--- src/pkg/fcr_consts.svh ---
`ifndef FCR_CONSTS_SVH
`define FCR_CONSTS_SVH

// Register map, word offsets on the bus
`define FCR_ADR_CTRL 6'h00

// Control register field positions
`define FCR_B_SWRST 15
`define FCR_B_LOOP 14
`define FCR_B_SPD_LSB 13
`define FCR_B_ANEN 12
`define FCR_B_POWERDOWN_STRAP 11
`define FCR_B_ISO 10
`define FCR_B_RESTART 9
`define FCR_B_DUPLEX 8
`define FCR_B_COLT 7
`define FCR_B_SPD_MSB 6

// Hardware reset values
`define FCR_RST_LOOP 1'h0
`define FCR_RST_DUPLEX 1'h1
`define FCR_RST_SPEED 2'h2

// Media operating select, low two bits
`define FCR_MODE_FX 2'h0
`define FCR_MODE_BX 2'h1
`define FCR_MODE_SG 2'h2
`define FCR_MODE_RW 2'h3

// Timing: clock rate and software reset duration
`define FCR_CLK_MHZ 40
`define FCR_SWRST_NS 100
`define FCR_SWRST_CYC ((`FCR_SWRST_NS * `FCR_CLK_MHZ + 999) / 1000)
`define FCR_CNT_W 4

`endif

--- src/pkg/fcr_pkg.sv ---
package fcr_pkg;

  // Speed code as seen in the two speed bits
  typedef enum logic [1:0] {
    fcr_spd_10 = 2'h0,
    fcr_spd_100 = 2'h1,
    fcr_spd_1000 = 2'h2
  } fcr_speed_t;

  // Fiber-side reset sequencer
  typedef enum logic {
    fcr_st_run,
    fcr_st_swrst
  } fcr_state_t;

endpackage : fcr_pkg

--- src/pkg/fcr_lb_if.sv ---
`timescale 1ns/1ps
// Control from the register bank to the data path
interface fcr_lb_if;
  logic loop_en; // Loopback active
  logic link_hold; // Force line link down
  logic [1:0] lb_rate; // Loopback rate code

  modport ctl (output loop_en, output link_hold, output lb_rate);
  modport dp (input loop_en, input link_hold, input lb_rate);
endinterface : fcr_lb_if

--- src/hdl/fcr_loop.sv ---
`timescale 1ns/1ps
// Internal data path with loopback and link forcing
module fcr_loop (
  input wire logic clk_i, // System clock
  input wire logic rst_i, // Synchronous reset
  fcr_lb_if.dp lb, // Control from register bank
  input wire logic [7:0] host_txd_i, // Internal transmit data
  input wire logic host_tx_en_i, // Internal transmit enable
  input wire logic [7:0] line_rxd_i, // Line receive data
  input wire logic line_rx_dv_i, // Line receive valid
  input wire logic line_link_i, // Line link from media side
  output logic [7:0] host_rxd_o, // Internal receive data
  output logic host_rx_dv_o, // Internal receive valid
  output logic [7:0] line_txd_o, // Line transmit data
  output logic line_tx_en_o, // Line transmit enable
  output logic link_up_o, // Reported line link
  output logic [1:0] loop_rate_o // Rate used by loopback
);

  logic [7:0] next_rxd; // Next receive data
  logic next_rx_dv; // Next receive valid
  logic [7:0] next_txd; // Next line data
  logic next_tx_en; // Next line enable
  logic next_link; // Next link state
  logic [1:0] next_rate; // Next loop rate

  // Steer data between host and line
  always_comb begin
    next_rate = lb.lb_rate;
    // RULE4: link held down
    next_link = line_link_i & ~lb.loop_en & ~lb.link_hold;
    if (lb.loop_en) begin
      // RULE3: transmit returned inward
      next_rxd = host_txd_i;
      next_rx_dv = host_tx_en_i;
      next_txd = 8'h00;
      next_tx_en = 1'b0;
    end else begin
      // Normal pass-through
      next_rxd = line_rxd_i;
      next_rx_dv = line_rx_dv_i;
      next_txd = host_txd_i;
      next_tx_en = host_tx_en_i;
    end
    if (rst_i) begin
      next_rxd = 8'h00;
      next_rx_dv = 1'b0;
      next_txd = 8'h00;
      next_tx_en = 1'b0;
      next_link = 1'b0;
      next_rate = 2'h0;
    end
  end

  // Output flops
  always_ff @(posedge clk_i) begin
    host_rxd_o <= next_rxd;
    host_rx_dv_o <= next_rx_dv;
    line_txd_o <= next_txd;
    line_tx_en_o <= next_tx_en;
    link_up_o <= next_link;
    loop_rate_o <= next_rate;
  end

endmodule : fcr_loop

--- src/hdl/fcr_sync.sv ---
`timescale 1ns/1ps
// Two-stage synchroniser for the strap pins
module fcr_sync (
  input wire logic clk_i, // System clock
  input wire logic [1:0] d_i, // Asynchronous pin levels
  output logic [1:0] q_o // Synchronised levels
);

  logic [1:0] meta; // First stage, read only by the second
  logic [1:0] next_meta; // Next first stage
  logic [1:0] next_q; // Next second stage

  // Shift pins through both stages
  always_comb begin
    next_meta = d_i;
    next_q = meta;
  end

  // Stages are not reset so straps settle while reset is held
  always_ff @(posedge clk_i) begin
    meta <= next_meta;
    q_o <= next_q;
  end

endmodule : fcr_sync

--- src/hdl/fcr_top.sv ---
// Operation
// RULE1: Writing reset bit resets fiber-side state
// RULE2: Reset bit clears itself when done
// RULE3: Loopback returns transmit data to receive
// RULE4: Loopback forces line link down
// RULE5: Loopback rate follows media mode
// RULE6: Speed bits encoding; modes 00/01 force
// RULE7: Select 10 shows live speed, read-only
// RULE8: Select 11 makes speed bits writable
// RULE9: Enable change breaks link, restarts negotiation
// RULE10: Enable ignored in 100BASE-FX mode; an enable change there still holds link_up_o low for one cycle via link_hold
// RULE11: Hardware reset loads enable from strap
// RULE12: Power-down exit resets and restarts negotiation
// RULE13: Power-down reset value is strap and mode
// RULE14: Restart after resets, change or write
// RULE15: Duplex applies only at listed events
// RULE16: Isolate bit reads zero, read-only
// RULE17: Collision test reads zero, no effect
// RULE18: Reserved low bits read zero
//
// Added by the designer: the Wishbone interface to the registers.
`timescale 1ns/1ps
`include "fcr_consts.svh"
module fcr_top
  import fcr_pkg::*;
(
  input wire logic clk_i, // System clock, 40 MHz
  input wire logic rst_i, // Synchronous reset, high
  input wire logic wb_cyc_i, // Bus cycle
  input wire logic wb_stb_i, // Bus strobe
  input wire logic wb_we_i, // Bus write
  input wire logic [7:0] wb_adr_i, // Byte address
  input wire logic [3:0] wb_sel_i, // Byte enables
  input wire logic [31:0] wb_dat_i, // Write data
  output logic [31:0] wb_dat_o, // Read data
  output logic wb_ack_o, // Bus acknowledge
  input wire logic autoneg_strap_i, // Negotiation strap pin
  input wire logic powerdown_strap_i, // Power-down strap pin
  input wire logic [2:0] op_sel_i, // Media operating select
  input wire logic [1:0] live_speed_i, // Live speed code
  input wire logic [7:0] host_txd_i, // Internal transmit data
  input wire logic host_tx_en_i, // Internal transmit enable
  input wire logic [7:0] line_rxd_i, // Line receive data
  input wire logic line_rx_dv_i, // Line receive valid
  input wire logic line_link_i, // Line link status
  output logic [7:0] host_rxd_o, // Internal receive data
  output logic host_rx_dv_o, // Internal receive valid
  output logic [7:0] line_txd_o, // Line transmit data
  output logic line_tx_en_o, // Line transmit enable
  output logic link_up_o, // Reported link
  output logic [1:0] loop_rate_o, // Loopback rate code
  output logic fiber_reset_o, // Fiber state machines in reset
  output logic an_restart_o, // Negotiation restart pulse
  output logic an_enable_o, // Effective negotiation enable
  output logic link_break_o, // Link break pulse
  output logic duplex_o, // Effective duplex, 1 full
  output logic powerdown_o, // Port powered down
  output logic [1:0] speed_o // Effective speed code
);

  // Speed bits as seen by software and logic
  function automatic logic [1:0] fcr_speed_view(
    input logic [1:0] mode,
    input logic [1:0] live,
    input logic [1:0] rw
  );
    logic [1:0] v;
    v = rw;
    unique case (mode)
      // RULE6: forced speed codes
      `FCR_MODE_FX: v = fcr_spd_100;
      `FCR_MODE_BX: v = fcr_spd_1000;
      // RULE7: live speed shown
      `FCR_MODE_SG: v = {live == fcr_spd_1000, live == fcr_spd_100};
      // RULE8: software value
      `FCR_MODE_RW: v = rw;
    endcase
    return v;
  endfunction : fcr_speed_view

  // Modes in which power-down may come from the strap
  function automatic logic fcr_pd_mode(input logic [2:0] m);
    return m[1] | (m == 3'h4);
  endfunction : fcr_pd_mode

  logic [1:0] straps; // Synchronised straps
  logic [1:0] mode; // Low select bits
  logic fx_mode; // 100BASE-FX active
  fcr_state_t state; // Reset sequencer state
  fcr_state_t next_state; // Next sequencer state
  logic [`FCR_CNT_W-1:0] cnt; // Reset cycle counter
  logic [`FCR_CNT_W-1:0] next_cnt; // Next counter
  logic loop; // Loopback bit
  logic next_loop; // Next loopback
  logic an_en; // Negotiation enable bit
  logic next_an_en; // Next enable
  logic powerdown_strap; // Power-down bit
  logic next_powerdown_strap; // Next power-down
  logic [1:0] spd_rw; // Software speed bits
  logic [1:0] next_spd_rw; // Next software speed
  logic dup_wr; // Written duplex
  logic next_dup_wr; // Next written duplex
  logic dup; // Effective duplex
  logic next_dup; // Next effective duplex
  logic restart; // Restart bit, one cycle
  logic next_restart; // Next restart
  logic brk; // Link break pulse
  logic next_brk; // Next break
  logic rst_q; // Reset seen last cycle
  logic next_rst_q; // Next reset history
  logic [1:0] spd_q; // Registered speed
  logic [1:0] next_spd_q; // Next speed
  logic ack; // Bus acknowledge
  logic next_ack; // Next acknowledge
  logic [31:0] rdat; // Read data
  logic [31:0] next_rdat; // Next read data
  logic hit; // Address hits control word
  logic wr_hi; // Write to upper byte
  logic wr_lo; // Write to lower byte
  logic [15:0] rd_val; // Control word image
  logic [1:0] spd_view; // Speed bits view
  logic sw_go; // Start software reset
  logic an_go; // Start negotiation restart
  logic [15:0] wd; // Write data, low half

  // Strap pins pass two flops
  fcr_sync u_sync (
    .clk_i(clk_i),
    .d_i({autoneg_strap_i, powerdown_strap_i}),
    .q_o(straps)
  );

  fcr_lb_if lb_if ();

  // Data path with loopback
  fcr_loop u_loop (
    .clk_i(clk_i),
    .rst_i(rst_i),
    .lb(lb_if.dp),
    .host_txd_i(host_txd_i),
    .host_tx_en_i(host_tx_en_i),
    .line_rxd_i(line_rxd_i),
    .line_rx_dv_i(line_rx_dv_i),
    .line_link_i(line_link_i),
    .host_rxd_o(host_rxd_o),
    .host_rx_dv_o(host_rx_dv_o),
    .line_txd_o(line_txd_o),
    .line_tx_en_o(line_tx_en_o),
    .link_up_o(link_up_o),
    .loop_rate_o(loop_rate_o)
  );

  // Mode decode and bus qualifiers
  assign mode = op_sel_i[1:0];
  assign fx_mode = (mode == `FCR_MODE_FX);
  assign wd = wb_dat_i[15:0];
  assign hit = (wb_adr_i[7:2] == `FCR_ADR_CTRL);
  assign wr_hi = wb_cyc_i & wb_stb_i & wb_we_i & ack & hit & wb_sel_i[1];
  assign wr_lo = wb_cyc_i & wb_stb_i & wb_we_i & ack & hit & wb_sel_i[0];
  assign spd_view = fcr_speed_view(mode, live_speed_i, spd_rw);

  // Control word as read back
  always_comb begin
    rd_val = 16'h0000;
    rd_val[`FCR_B_SWRST] = (state == fcr_st_swrst);
    rd_val[`FCR_B_LOOP] = loop;
    rd_val[`FCR_B_SPD_LSB] = spd_view[0];
    rd_val[`FCR_B_ANEN] = an_en;
    rd_val[`FCR_B_POWERDOWN_STRAP] = powerdown_strap;
    // RULE16: isolate reads zero
    rd_val[`FCR_B_ISO] = 1'b0;
    rd_val[`FCR_B_RESTART] = restart;
    rd_val[`FCR_B_DUPLEX] = dup_wr;
    // RULE17: collision test zero
    rd_val[`FCR_B_COLT] = 1'b0;
    rd_val[`FCR_B_SPD_MSB] = spd_view[1];
    // RULE18: low bits stay zero
    rd_val[5:0] = 6'h00;
  end

  // Bus slave: ack one cycle after request, unmapped reads zero
  always_comb begin
    next_ack = wb_cyc_i & wb_stb_i & ~ack & ~rst_i;
    next_rdat = rdat;
    if (wb_cyc_i & wb_stb_i & ~ack) begin
      next_rdat = hit ? {16'h0000, rd_val} : 32'h0000_0000;
    end
    if (rst_i) begin
      next_rdat = 32'h0000_0000;
    end
  end

  // Control bits, reset sequencer and events
  always_comb begin
    next_state = state;
    next_cnt = cnt;
    next_loop = loop;
    next_an_en = an_en;
    next_powerdown_strap = powerdown_strap;
    next_spd_rw = spd_rw;
    next_dup_wr = dup_wr;
    next_dup = dup;
    next_restart = 1'b0;
    next_brk = 1'b0;
    next_rst_q = rst_i;
    next_spd_q = spd_view;
    sw_go = 1'b0;
    an_go = 1'b0;
    // RULE14: restart after hardware reset
    if (rst_q & ~rst_i) begin
      an_go = 1'b1;
    end
    // Upper byte write
    if (wr_hi) begin
      next_loop = wd[`FCR_B_LOOP];
      next_an_en = wd[`FCR_B_ANEN];
      next_powerdown_strap = wd[`FCR_B_POWERDOWN_STRAP];
      next_dup_wr = wd[`FCR_B_DUPLEX];
      // RULE1: write one starts reset
      if (wd[`FCR_B_SWRST]) begin
        sw_go = 1'b1;
      end
      // RULE14: restart on written one
      if (wd[`FCR_B_RESTART]) begin
        an_go = 1'b1;
      end
      // RULE9: enable change breaks link
      if (wd[`FCR_B_ANEN] != an_en) begin
        an_go = 1'b1;
        next_brk = 1'b1;
      end
      // RULE12: leaving power-down resets
      if (powerdown_strap & ~wd[`FCR_B_POWERDOWN_STRAP]) begin
        sw_go = 1'b1;
        an_go = 1'b1;
      end
      // RULE8: writable speed LSB
      if (mode == `FCR_MODE_RW) begin
        next_spd_rw[0] = wd[`FCR_B_SPD_LSB];
      end
    end
    // Lower byte write, only speed MSB is writable
    if (wr_lo & (mode == `FCR_MODE_RW)) begin
      next_spd_rw[1] = wd[`FCR_B_SPD_MSB];
    end
    // RULE1: fiber reset sequence
    if (sw_go) begin
      next_state = fcr_st_swrst;
      next_cnt = `FCR_CNT_W'(`FCR_SWRST_CYC - 1);
      next_loop = 1'b0;
      next_powerdown_strap = 1'b0;
      an_go = 1'b1;
    end else begin
      unique case (state)
        fcr_st_run: next_cnt = cnt;
        // RULE2: self-clear when done
        fcr_st_swrst: begin
          if (cnt == '0) begin
            next_state = fcr_st_run;
          end else begin
            next_cnt = cnt - `FCR_CNT_W'(1);
          end
        end
      endcase
    end
    // RULE14: restart bit set, clears itself
    if (an_go) begin
      next_restart = 1'b1;
    end
    // RULE15: duplex applied at events
    if (sw_go | an_go) begin
      next_dup = next_dup_wr;
    end
    // Hardware reset values
    if (rst_i) begin
      next_state = fcr_st_run;
      next_cnt = '0;
      next_loop = `FCR_RST_LOOP;
      // RULE11: enable from strap
      next_an_en = straps[1];
      // RULE13: power-down from strap
      next_powerdown_strap = straps[0] & fcr_pd_mode(op_sel_i);
      next_spd_rw = `FCR_RST_SPEED;
      next_dup_wr = `FCR_RST_DUPLEX;
      next_dup = `FCR_RST_DUPLEX;
      next_restart = 1'b0;
      next_brk = 1'b0;
      next_spd_q = 2'h0;
    end
  end

  // Register all state
  always_ff @(posedge clk_i) begin
    state <= next_state;
    cnt <= next_cnt;
    loop <= next_loop;
    an_en <= next_an_en;
    powerdown_strap <= next_powerdown_strap;
    spd_rw <= next_spd_rw;
    dup_wr <= next_dup_wr;
    dup <= next_dup;
    restart <= next_restart;
    brk <= next_brk;
    rst_q <= next_rst_q;
    spd_q <= next_spd_q;
    ack <= next_ack;
    rdat <= next_rdat;
  end

  // Loopback control toward the data path
  always_comb begin
    lb_if.loop_en = loop;
    lb_if.link_hold = brk | powerdown_strap | (state == fcr_st_swrst);
    // RULE5: rate follows mode
    unique case (mode)
      `FCR_MODE_FX: lb_if.lb_rate = fcr_spd_100;
      `FCR_MODE_BX: lb_if.lb_rate = fcr_spd_1000;
      default: lb_if.lb_rate = spd_q;
    endcase
  end

  // Outputs
  assign wb_ack_o = ack;
  assign wb_dat_o = rdat;
  assign fiber_reset_o = (state == fcr_st_swrst);
  // RULE10: no negotiation in FX
  assign an_restart_o = restart & ~fx_mode;
  assign an_enable_o = an_en & ~fx_mode;
  assign link_break_o = brk & ~fx_mode;
  assign duplex_o = dup;
  assign powerdown_o = powerdown_strap;
  assign speed_o = spd_q;

endmodule : fcr_top

--- config.mk ---
export PLATFORM = sky130hd
export DESIGN_NAME = fcr_top
export DESIGN_NICKNAME = d
export VERILOG_FILES = /design/src/pkg/fcr_pkg.sv /design/src/pkg/fcr_lb_if.sv /design/src/hdl/fcr_loop.sv /design/src/hdl/fcr_sync.sv /design/src/hdl/fcr_top.sv
export VERILOG_INCLUDE_DIRS = /design/src /design/src/pkg
export SDC_FILE = /design/constraint.sdc
export NUM_CORES = 1
export LEC_CHECK = 0
export ABC_AREA = 1
export BUFFER_PORTS_ARGS = -buffer_cell sky130_fd_sc_hd__buf_2
export CORE_MARGIN = 2
export CORE_UTILIZATION = 41
export CTS_CLUSTER_DIAMETER = 150
export DETAILED_ROUTE_END_ITERATION = 6
export PLACE_DENSITY = 0.89
export RECOVER_POWER = 100
export SLEW_MARGIN = 20
export SYNTH_ARGS = -nofsm -noshare
export SYNTH_HDL_FRONTEND = slang
export SYNTH_SLANG_ARGS = --single-unit
--- constraint.sdc ---
create_clock -name clk_i -period 1.5 [get_ports clk_i]
set_input_delay 0.3 -clock clk_i [delete_from_list [all_inputs] [get_ports clk_i]]
set_output_delay 0.3 -clock clk_i [all_outputs]
set_load 0.01 [all_outputs]
==> metrics.md, run 1 <==
| Metric | Value |
|---|---|
| Area Overhead vs Synth | `21.3%` |
| Setup Fix Bufs, Post-CTS | `0` |
| # clock sinks | `51` |
| Max-slew headroom | `58.8%` |
| Leading cell types in the layout, fill and taps excluded | `dfxtp_1 (49), buf_2 (46), nand2_1 (44)` |
| Async S/R FF share, synth | `0%` |
| Gate count after technology mapping | `257` |
| Clock Tree Root | `clkbuf_8` |
| Tot GR Track Use | `between 10% and 20%` |
| Placed wire-length estimate | `3580 µm` |
| Layout cells sized above 1 | `18.1%` |
| Max FO, Critical Path | `5` |
| Initial Util | `43.3%` |
| Flops & latches, synth | `51` |
| Core area | `0.00479 mm²` |
| Die Width | `about 75 µm` |
| CTS tree | `built` |
| Peak supply drop | `0.000672 V` |
| FMAX | `around 740 MHz` |
| Per-cell routed wire length | `11.3 µm` |
| Leakage power | `1.19 nW` |
| Final setup violating endpoints | `0` |
| Largest net degree at the start of global routing | `21` |
| Worst hold path class | `primary input to flip-flop` |
| Clock tree buffer depth | `2` |
| Setup TNS | `0 ns` |
| # DRC | `0` |
| Synth Warn # | `0` |
| Clk slew on worst S/H paths | `approximately 0.09 ns` |
| Post-synth EDFFs | `2` |
| Area post-placement | `0.00250 mm²` |
| Unrepaired setup endpoints after global routing | `false` |
| Clk_lat worst skew | `0.30 ns` |
| Final net count | `423` |
| Run status | `finished, final reports clean` |
| Initial antenna violation count | `0` |
| Final min period | `1.34 ns` |
| Fin crit share | `between 80% and 90%` |
| DIE AREA | `0.00564 mm²` |
| Critical Path AT | `1.57 ns` |
| Synth unique cells | `30` |
| Synthesized area | `0.00207 mm²` |
| Ant. Diodes | `0` |
| Fin Clk Skew | `roughly 0.0043 ns` |
| Synth Flop Type | `dfxtp_1` |
| CTS H-tree lvls | `2` |
| Site Rows | `25` |
| Final Slew Violations | `0` |
| PD cells | `976 mW/mm²` |
| Drt first pass iters | `5` |
| Global route overflow | `0` |
| # IOs | `137` |
| Syn_area_per_cell | `8.06 µm²` |
| Routed via count | `~1800` |
| # hold bufs at CTS | `0` |
| Final hold violations | `0` |
| Die Y | `75.1 µm` |
| Layout filler cell count | `495` |
| Design Area, Final | `around 0.0025 mm²` |
| Vias in the first global route | `about 1600` |
| Crit end category | `flip-flop` |
| ANT nets after route | `0` |
| Post-synthesis sequential area ratio | `50.2%` |
| Vias per cell | `4.46` |
| PortBufs | `84` |
| Startpoint types | `flip-flop` |
| Total CTS buffers | `5` |
| GPL Wtd Cong | `between 0.7 and 0.8` |
| Worst-Margin Slew | `0.618 ns` |
| Final Routed Wirelength | `~4700 µm` |
| Commonest non-fill, non-tap cell in the layout | `dfxtp_1` |
| Post-cts sizing count | `0` |
| First-pass GRT wire length | `6920 µm` |
| Req. time, crit path | `1.72 ns` |
| Initial DRC count | `84` |
| CP Class | `flip-flop to flip-flop` |
| MaxCap Viol Count | `0` |
[layout make-up]
type                    count  area (µm²)  area share [%]
flip-flops and latches     51        1040            41.4
multi-input cells         168         782            31.1
clock buffers               5        68.8            2.74
repair buffers             91         407            16.2
clock inverters             3        18.8           0.747
inverters                  30         113            4.48
well taps                  67        83.8            3.33
[layer usage]
layer | track usage, % | part of all wire, % | vias up
li1 | - | - | 943
met1 | 18.0 | 41 | 835
met2 | 29.8 | 51 | 67
met3 | 5.22 | 7.0 | 4
met4 | 3.77 | 0.53 | 0
met5 | 0 | 0 | -
[per-stage QoR]
step / power (mW) / hold WS, ns / worst slack (ns) / std cells / utilization (%)
finish: 2.45 / 0.0992 / 0.157 / 415 / 52.5
global route: 2.57 / 0.0844 / 0.0455 / 415 / 52.5
CTS: 2.49 / 0.0885 / 0.150 / 415 / 54.0
detailed placement: 1.73 / 0.319 / 0.0434 / 407 / 52.2
global placement: 1.72 / 0.310 / 0.0554 / 407 / 52.2
floorplan: 1.64 / 0.310 / 0.252 / 280 / -
[critical path, cell delays in order, from the launching register on]
cell and delay (ns):
dfxtp_1 0.36, inv_1 0.06, ha_1 0.22, nand3_1 0.14, nand2_1 0.16, xor2_1 0.18
a21oi_1 0.15
[logic make-up after synthesis]
group	synth area share (%)
xor+xnor	0.846
fa+ha+maj	0.604
other cells	0.181
simple gates	21.2
buf+inv	16.0
compound gates	10.9
flops	50.2
[path summary, 6_finish.rpt]
kind / slack, ns / to / cells after the start / startpoint
max reg2reg: 0.16 / cnt[0] / 6 / cnt[0]
max: 0.16 / cnt[0] / 6 / cnt[0]
min: 0.1 / u_sync.meta[0] / 1 / powerdown_strap_i
min reg2reg: 0.34 / u_sync.q_o[0] / 0 / u_sync.meta[0]
[synth_stat cells (all sizes together) (2+ instances only)]
| cell type | count | area share (%) |
|---|---|---|
| a21oi | 28 | 6.9 |
| buf | 30 | 10 |
| dfxtp | 49 | 47 |
| edfxtp | 2 | 2.9 |
| inv | 29 | 5.3 |
| nand2 | 46 | 8.6 |
| nand3 | 15 | 4.1 |
| nand4 | 2 | 0.60 |
| nor2 | 29 | 6.5 |
| nor3 | 2 | 0.48 |
| o21ai | 15 | 3.6 |
| or2 | 2 | 0.60 |
| xor2 | 2 | 0.85 |
[registers in the layout (all words and copies together) (netlist names), 2 cells and up]
signal / flops
cnt: 4
spd_rw: 2
speed_o: 2
u_loop.host_rxd_o: 8
u_loop.line_txd_o: 8
u_loop.loop_rate_o: 2
u_sync.meta: 2
u_sync.q_o: 2
wb_dat_o: 8
[where the power goes]
group / switching (mW) / internal (mW) / leakage (nW) / total, mW
clock: 0.442 / 0.327 / 0.0445 / 0.769
sequential: 0.0147 / 1.41 / 0.423 / 1.43
combinational: 0.165 / 0.0926 / 0.719 / 0.258
total: 0.622 / 1.83 / 1.19 / 2.45
Note: power is estimated with default switching activity, not from simulation.
==> run 2: changes to the inputs <==
--- a/config.mk
+++ b/config.mk
@@ -6,14 +6,13 @@
 export SDC_FILE = /design/constraint.sdc
 export NUM_CORES = 1
 export LEC_CHECK = 0
-export ABC_AREA = 1
 export BUFFER_PORTS_ARGS = -buffer_cell sky130_fd_sc_hd__buf_2
 export CORE_MARGIN = 2
-export CORE_UTILIZATION = 41
+export CORE_UTILIZATION = 42
 export CTS_CLUSTER_DIAMETER = 150
 export DETAILED_ROUTE_END_ITERATION = 6
-export PLACE_DENSITY = 0.89
-export RECOVER_POWER = 100
+export PLACE_DENSITY = 0.9
+export RECOVER_POWER = 25
 export SLEW_MARGIN = 20
 export SYNTH_ARGS = -nofsm -noshare
 export SYNTH_HDL_FRONTEND = slang
==> run 2 against run 1 <==
Fmax is 10% lower. Wire length is 2.8% lower. Synthesized cell count is 16% lower. Global-route usage is 0.42 points higher. Die area is 1.8% lower. Clock skew is 0.00072 ns lower. Critical path type unchanged. Largest cell class unchanged.
==> metrics.md, run 2 <==
| Metric | Value |
|---|---|
| Unrepaired setup endpoints after global routing | `true` |
| Commonest non-fill, non-tap cell in the layout | `buf_2` |
| Final hold violations | `0` |
| Synth top cells by count | `dfxtp_1 (49), buf_4 (24), nor2_1 (20)` |
| Final net count | `394` |
| Most numerous cell in the Yosys netlist | `dfxtp_1` |
| Clock tree buffer depth | `2` |
| Final setup violating endpoints | `0` |
| Final Slew Violations | `0` |
| CP Class | `flip-flop to flip-flop` |
| Crit path max-delay cell type | `edfxtp_1` |
| Synth Warn # | `0` |
| Syn_area_per_cell | `9.60 µm²` |
| Vias in the first global route | `1665` |
| Fin Clk Skew | `0.00362 ns` |
| FMAX | `668 MHz` |
| Clk_lat worst skew | `0.30 ns` |
| Core area | `0.00475 mm²` |
| Fin crit share | `99.8%` |
| # DRC | `0` |
| Final Routed Wirelength | `4550 µm` |
| Per-cell routed wire length | `11.8 µm` |
| CTS tree | `built` |
| Flops & latches, synth | `51` |
| Run status | `finished, final reports clean` |
| Clk slew on worst S/H paths | `approximately 0.09 ns` |
| Leading cell types in the layout, fill and taps excluded | `buf_2 (83), dfxtp_1 (49), conb_1 (24)` |
| Clock Tree Root | `clkbuf_8` |
| Global route overflow | `0` |
| Largest net degree at the start of global routing | `21` |
| Max FO, Critical Path | `2` |
| Layout cells sized above 1 | `between 30% and 40%` |
| # clock sinks | `51` |
| Crit end category | `flip-flop` |
| Synth top area cells | `dfxtp_1 (47%), buf_4 (8.6%), mux2i_1 (4.8%), a21oi_1 (4.1%), nor2_1 (3.6%)` |
| Final min period | `about 1.5 ns` |
| Cell Chain, Critical Path | `xor2_1, a2111o_1, a21oi_2, mux2_4` |
| Initial antenna violation count | `0` |
| Site Rows | `25` |
| Critical Path AT | `1.69 ns` |
| Min Hold Slack | `just over 0.09 ns` |
| Synth area leader | `dfxtp_1` |
| Post-synthesis sequential area ratio | `50.0%` |
| Total CTS buffers | `5` |
| DIE AREA | `about 0.0055 mm²` |
| # IOs | `137` |
| Area Overhead vs Synth | `29.4%` |
| Initial Util | `43.8%` |
| Die Width | `74.4 µm` |
| Die Y | `approximately 74 µm` |
| PD cells | `938 mW/mm²` |
| CP peak stage delay | `0.43 ns` |
| # hold bufs at CTS | `0` |
| Synthesized area | `around 0.0021 mm²` |
| Startpoint types | `flip-flop` |
| Initial DRC count | `145` |
| Ant. Diodes | `0` |
| Synth top area share | `47.1%` |
| Peak supply drop | `0.000553 V` |
| Fin util | `56.7%` |
| Worst reg-to-reg setup slack | `between 0.002 and 0.003 ns` |
| Req. time, crit path | `1.70 ns` |
| Synth unique cells | `45` |
| Gate count after technology mapping | `217` |
| Async S/R FF share, synth | `0%` |
| Vias per cell | `around 4.5` |
| First-pass GRT wire length | `~7000 µm` |
| Post-synth EDFFs | `2` |
| Worst hold path class | `primary input to flip-flop` |
| CTS H-tree lvls | `2` |
| Synth Flop Type | `dfxtp_1` |
| MaxCap Viol Count | `0` |
| PortBufs | `between 80 and 90` |
| Setup TNS | `0 ns` |
| Tot GR Track Use | `16.6%` |
| GPL Wtd Cong | `approximately 0.75` |
| Routed via count | `1746` |
| Placed wire-length estimate | `~3600 µm` |
| Drt first pass iters | `4` |
| ANT nets after route | `0` |
| Leakage power | `1.28 nW` |
[run 2: critical path: cells and delay by family (launching register included)]
family | cells | cell delay (ns)
flip-flops | 1 | 0.43
AO/OA/AOI/OAI | 2 | 0.47
XOR/XNOR | 1 | 0.18
multiplexers | 1 | 0.32
[run 2: report_power, final]
part           switching, mW  internal [mW]
clock                  0.470          0.346
sequential            0.0125           1.41
combinational          0.162          0.128
total                  0.644           1.88
[run 2: timing repair]
action	4_1_cts	5_1_grt
gates cloned	0	0
pin swaps	2	0
endpoints found under the setup margin	1	6
resized for setup	0	2
setup buffers	2	0
[run 2: layer usage]
layer  wire length (µm)  track usage [%]  up-vias
li1                   -                -      883
met5                  0                0        -
met3                439             5.56        2
met2               2180             29.1       86
met1               1910             19.8      775
met4                 12             3.57        0
[run 2: metrics by stage]
stage	setup slack, ns	std cells	total power [mW]	area [µm²]
6_report	0.00262	386	2.53	2700
5_1_grt	-0.0528	386	2.66	2700
4_1_cts	-0.00712	386	2.56	2700
3_5_place_dp	-0.178	376	1.74	2590
3_3_place_gp	-0.149	376	1.73	2590
2_1_floorplan	0.0175	240	1.64	2170
[run 2: final timing paths]
path,cells after the start,to,from
max,4,duplex_o,an_en
min,1,u_sync.meta[1],autoneg_strap_i
max reg2reg,4,duplex_o,an_en
min reg2reg,0,u_sync.q_o[0],u_sync.meta[0]
[run 2: cell families after synthesis]
group	count (synthesis)	share of synthesized area, %
XOR/XNOR	4	1.68
AO/OA/AOI/OAI	31	9.49
multiplexers	13	6.61
AND/OR/NAND/NOR	75	19.2
other	1	0.180
flip-flops	51	50.0
adder cells (fa/ha/maj)	1	0.601
buffers and inverters	41	12.3
[run 2: layout make-up]
type                       count  area, µm²
clock inverter                 3       28.8
sequential                    51       1040
multi-input combinational    148        880
inverter                       7       26.3
tap                           67       83.8
fill                         442       2060
clock buffer                   5       68.8
timing repair buffer         105        567
==> run 3: changes to the inputs <==
--- a/config.mk
+++ b/config.mk
@@ -12,7 +12,6 @@
 export CTS_CLUSTER_DIAMETER = 150
 export DETAILED_ROUTE_END_ITERATION = 6
 export PLACE_DENSITY = 0.9
-export RECOVER_POWER = 25
 export SLEW_MARGIN = 20
 export SYNTH_ARGS = -nofsm -noshare
 export SYNTH_HDL_FRONTEND = slang
==> constraint.sdc (replaced) <==
create_clock -name clk_i -period 1.6 [get_ports clk_i]
set_input_delay 0.32 -clock clk_i [delete_from_list [all_inputs] [get_ports clk_i]]
set_output_delay 0.32 -clock clk_i [all_outputs]
set_load 0.01 [all_outputs]
==> run 3 against run 2 <==
Clock power increased by 11%. Global-route usage decreased by 0.40 points. Sequential share of layout area is 0.49 points higher. Clock skew is 0.0087 ns higher. Total power down 1.0%. Combinational power down 9.3%. Non-clock buffer count is 8 lower. Critical path type unchanged. Largest power group unchanged.
==> metrics.md, run 3 (same netlist as run 2, synthesis figures left out) <==
| Metric | Value |
|---|---|
| Run status | `finished, final reports clean` |
| # DRC | `0` |
| CTS tree | `built` |
| Placed wire-length estimate | `3490 µm` |
| Area Overhead vs Synth | `27.7%` |
| Drt first pass iters | `4` |
| Leading cell types in the layout, fill and taps excluded | `buf_2 (84), dfxtp_1 (49), conb_1 (24)` |
| Tot GR Track Use | `16.2%` |
| GR met2 Demand/Resource | `25.8%` |
| Area post-placement | `0.00254 mm²` |
| Initial antenna violation count | `0` |
| Final Routed Wirelength | `approximately 4400 µm` |
| Clock Tree Root | `clkbuf_8` |
| Initial Util | `43.8%` |
| Critical Path AT | `1.71 ns` |
| Total CTS buffers | `5` |
| Most used routing layer | `met2` |
| Site Rows | `25` |
| Commonest non-fill, non-tap cell in the layout | `buf_2` |
| Die Width | `74.4 µm` |
| Peak supply drop | `0.000554 V` |
| Worst hold path class | `primary input to flip-flop` |
| Grt met1 use | `about 20%` |
| Crit end category | `flip-flop` |
| Clk slew on worst S/H paths | `0.09 ns` |
| MaxCap Viol Count | `0` |
| Clk_lat worst skew | `0.31 ns` |
| Final net count | `386` |
| Leakage power | `~1.3 nW` |
| # clock sinks | `51` |
| Global route overflow | `0` |
| PortBufs | `84` |
| Final Slew Violations | `0` |
| # IOs | `137` |
| Core area | `between 0.004 and 0.005 mm²` |
| Initial DRC count | `94` |
| Startpoint types | `flip-flop` |
| GR Layer Usage met3 | `6.64%` |
| Final hold violations | `0` |
| Ant. Diodes | `0` |
| FMAX | `658 MHz` |
| Vias in the first global route | `1539` |
| Per-cell routed wire length | `between 10 and 15 µm` |
| Worst Min Path Start | `powerdown_strap_i` |
| Req. time, crit path | `roughly 1.8 ns` |
| Design Area, Final | `0.00266 mm²` |
| ANT nets after route | `0` |
| Critical path launch point | `an_en` |
| Reg-to-reg critical path startpoint | `an_en` |
| CTS H-tree lvls | `2` |
| Vias per cell | `4.57` |
| Routed via count | `1728` |
| Die Y | `74.4 µm` |
| Final min period | `~1.5 ns` |
| Unrepaired setup endpoints after global routing | `true` |
| Fin Clk Skew | `about 0.012 ns` |
| PD cells | `940 mW/mm²` |
| Max FO, Critical Path | `2` |
| Clock tree buffer depth | `2` |
| Min Hold Slack | `about 0.11 ns` |
| Largest net degree at the start of global routing | `18` |
| GPL Wtd Cong | `around 0.77` |
| Layout cells sized above 1 | `between 30 and 40%` |
| Setup Fix Bufs, Post-CTS | `0` |
| CP Class | `flip-flop to flip-flop` |
| Fin crit share | `95.0%` |
| Final setup violating endpoints | `0` |
| First-pass GRT wire length | `6760 µm` |
| DIE AREA | `0.00554 mm²` |
run 3: routing by layer:
| metal | up-vias | routed length (µm) |
|---|---|---|
| li1 | 870 | - |
| met1 | 756 | 1860 |
| met2 | 95 | 1980 |
| met3 | 7 | 518 |
| met4 | 0 | 63 |
| met5 | - | 0 |
run 3: layout make-up:
| type | count | area [µm²] |
|---|---|---|
| clock inverters | 3 | 45.0 |
| repair buffers | 97 | 518 |
| flip-flops and latches | 51 | 1040 |
| multi-input cells | 148 | 878 |
| well taps | 67 | 83.8 |
| clock buffers | 5 | 68.8 |
| inverters | 7 | 26.3 |
| fillers | 432 | 2090 |
run 3: what timing repair did:
action                                  4_1_cts  5_1_grt
hold buffers                                  0        0
endpoints found under the hold margin         0        0
endpoints found under the setup margin        0        2
gates resized for setup                       0        1
run 3: final timing paths:
path / slack [ns] / end / depth (start not counted)
worst max-delay path: 0.08 / duplex_o / 4
worst min-delay path: 0.11 / u_sync.meta[0] / 1
worst max register to register: 0.08 / duplex_o / 4
worst min register to register: 0.33 / u_sync.q_o[0] / 0
run 3: worst max-delay path: stages, from the launching register on:
cell and delay, ns:
edfxtp_1 0.41, xor2_1 0.19, a2111o_1 0.30, a21oi_2 0.19
mux2_4 0.32
run 3: report_power, final:
part	switching (mW)	internal, mW	leakage, nW	total, mW
clock	0.432	0.472	0.0591	0.905
combinational	0.148	0.115	0.783	0.263
sequential	0.0118	1.32	0.423	1.33
run 3: stage by stage:
| step | worst slack, ns | TNS [ns] | utilization [%] | instances | total power, mW |
|---|---|---|---|---|---|
| finish | 0.0807 | 0 | 56.0 | 378 | 2.50 |
| global route | -0.00108 | -0.00108 | 56.0 | 378 | 2.61 |
| CTS | 0.0595 | 0 | 55.9 | 378 | 2.52 |
| detailed placement | -0.0243 | -0.0412 | 53.5 | 370 | 1.63 |
| global placement | -0.0270 | -0.0270 | 53.5 | 370 | 1.62 |
| floorplan | 0.114 | 0 | - | 240 | 1.54 |
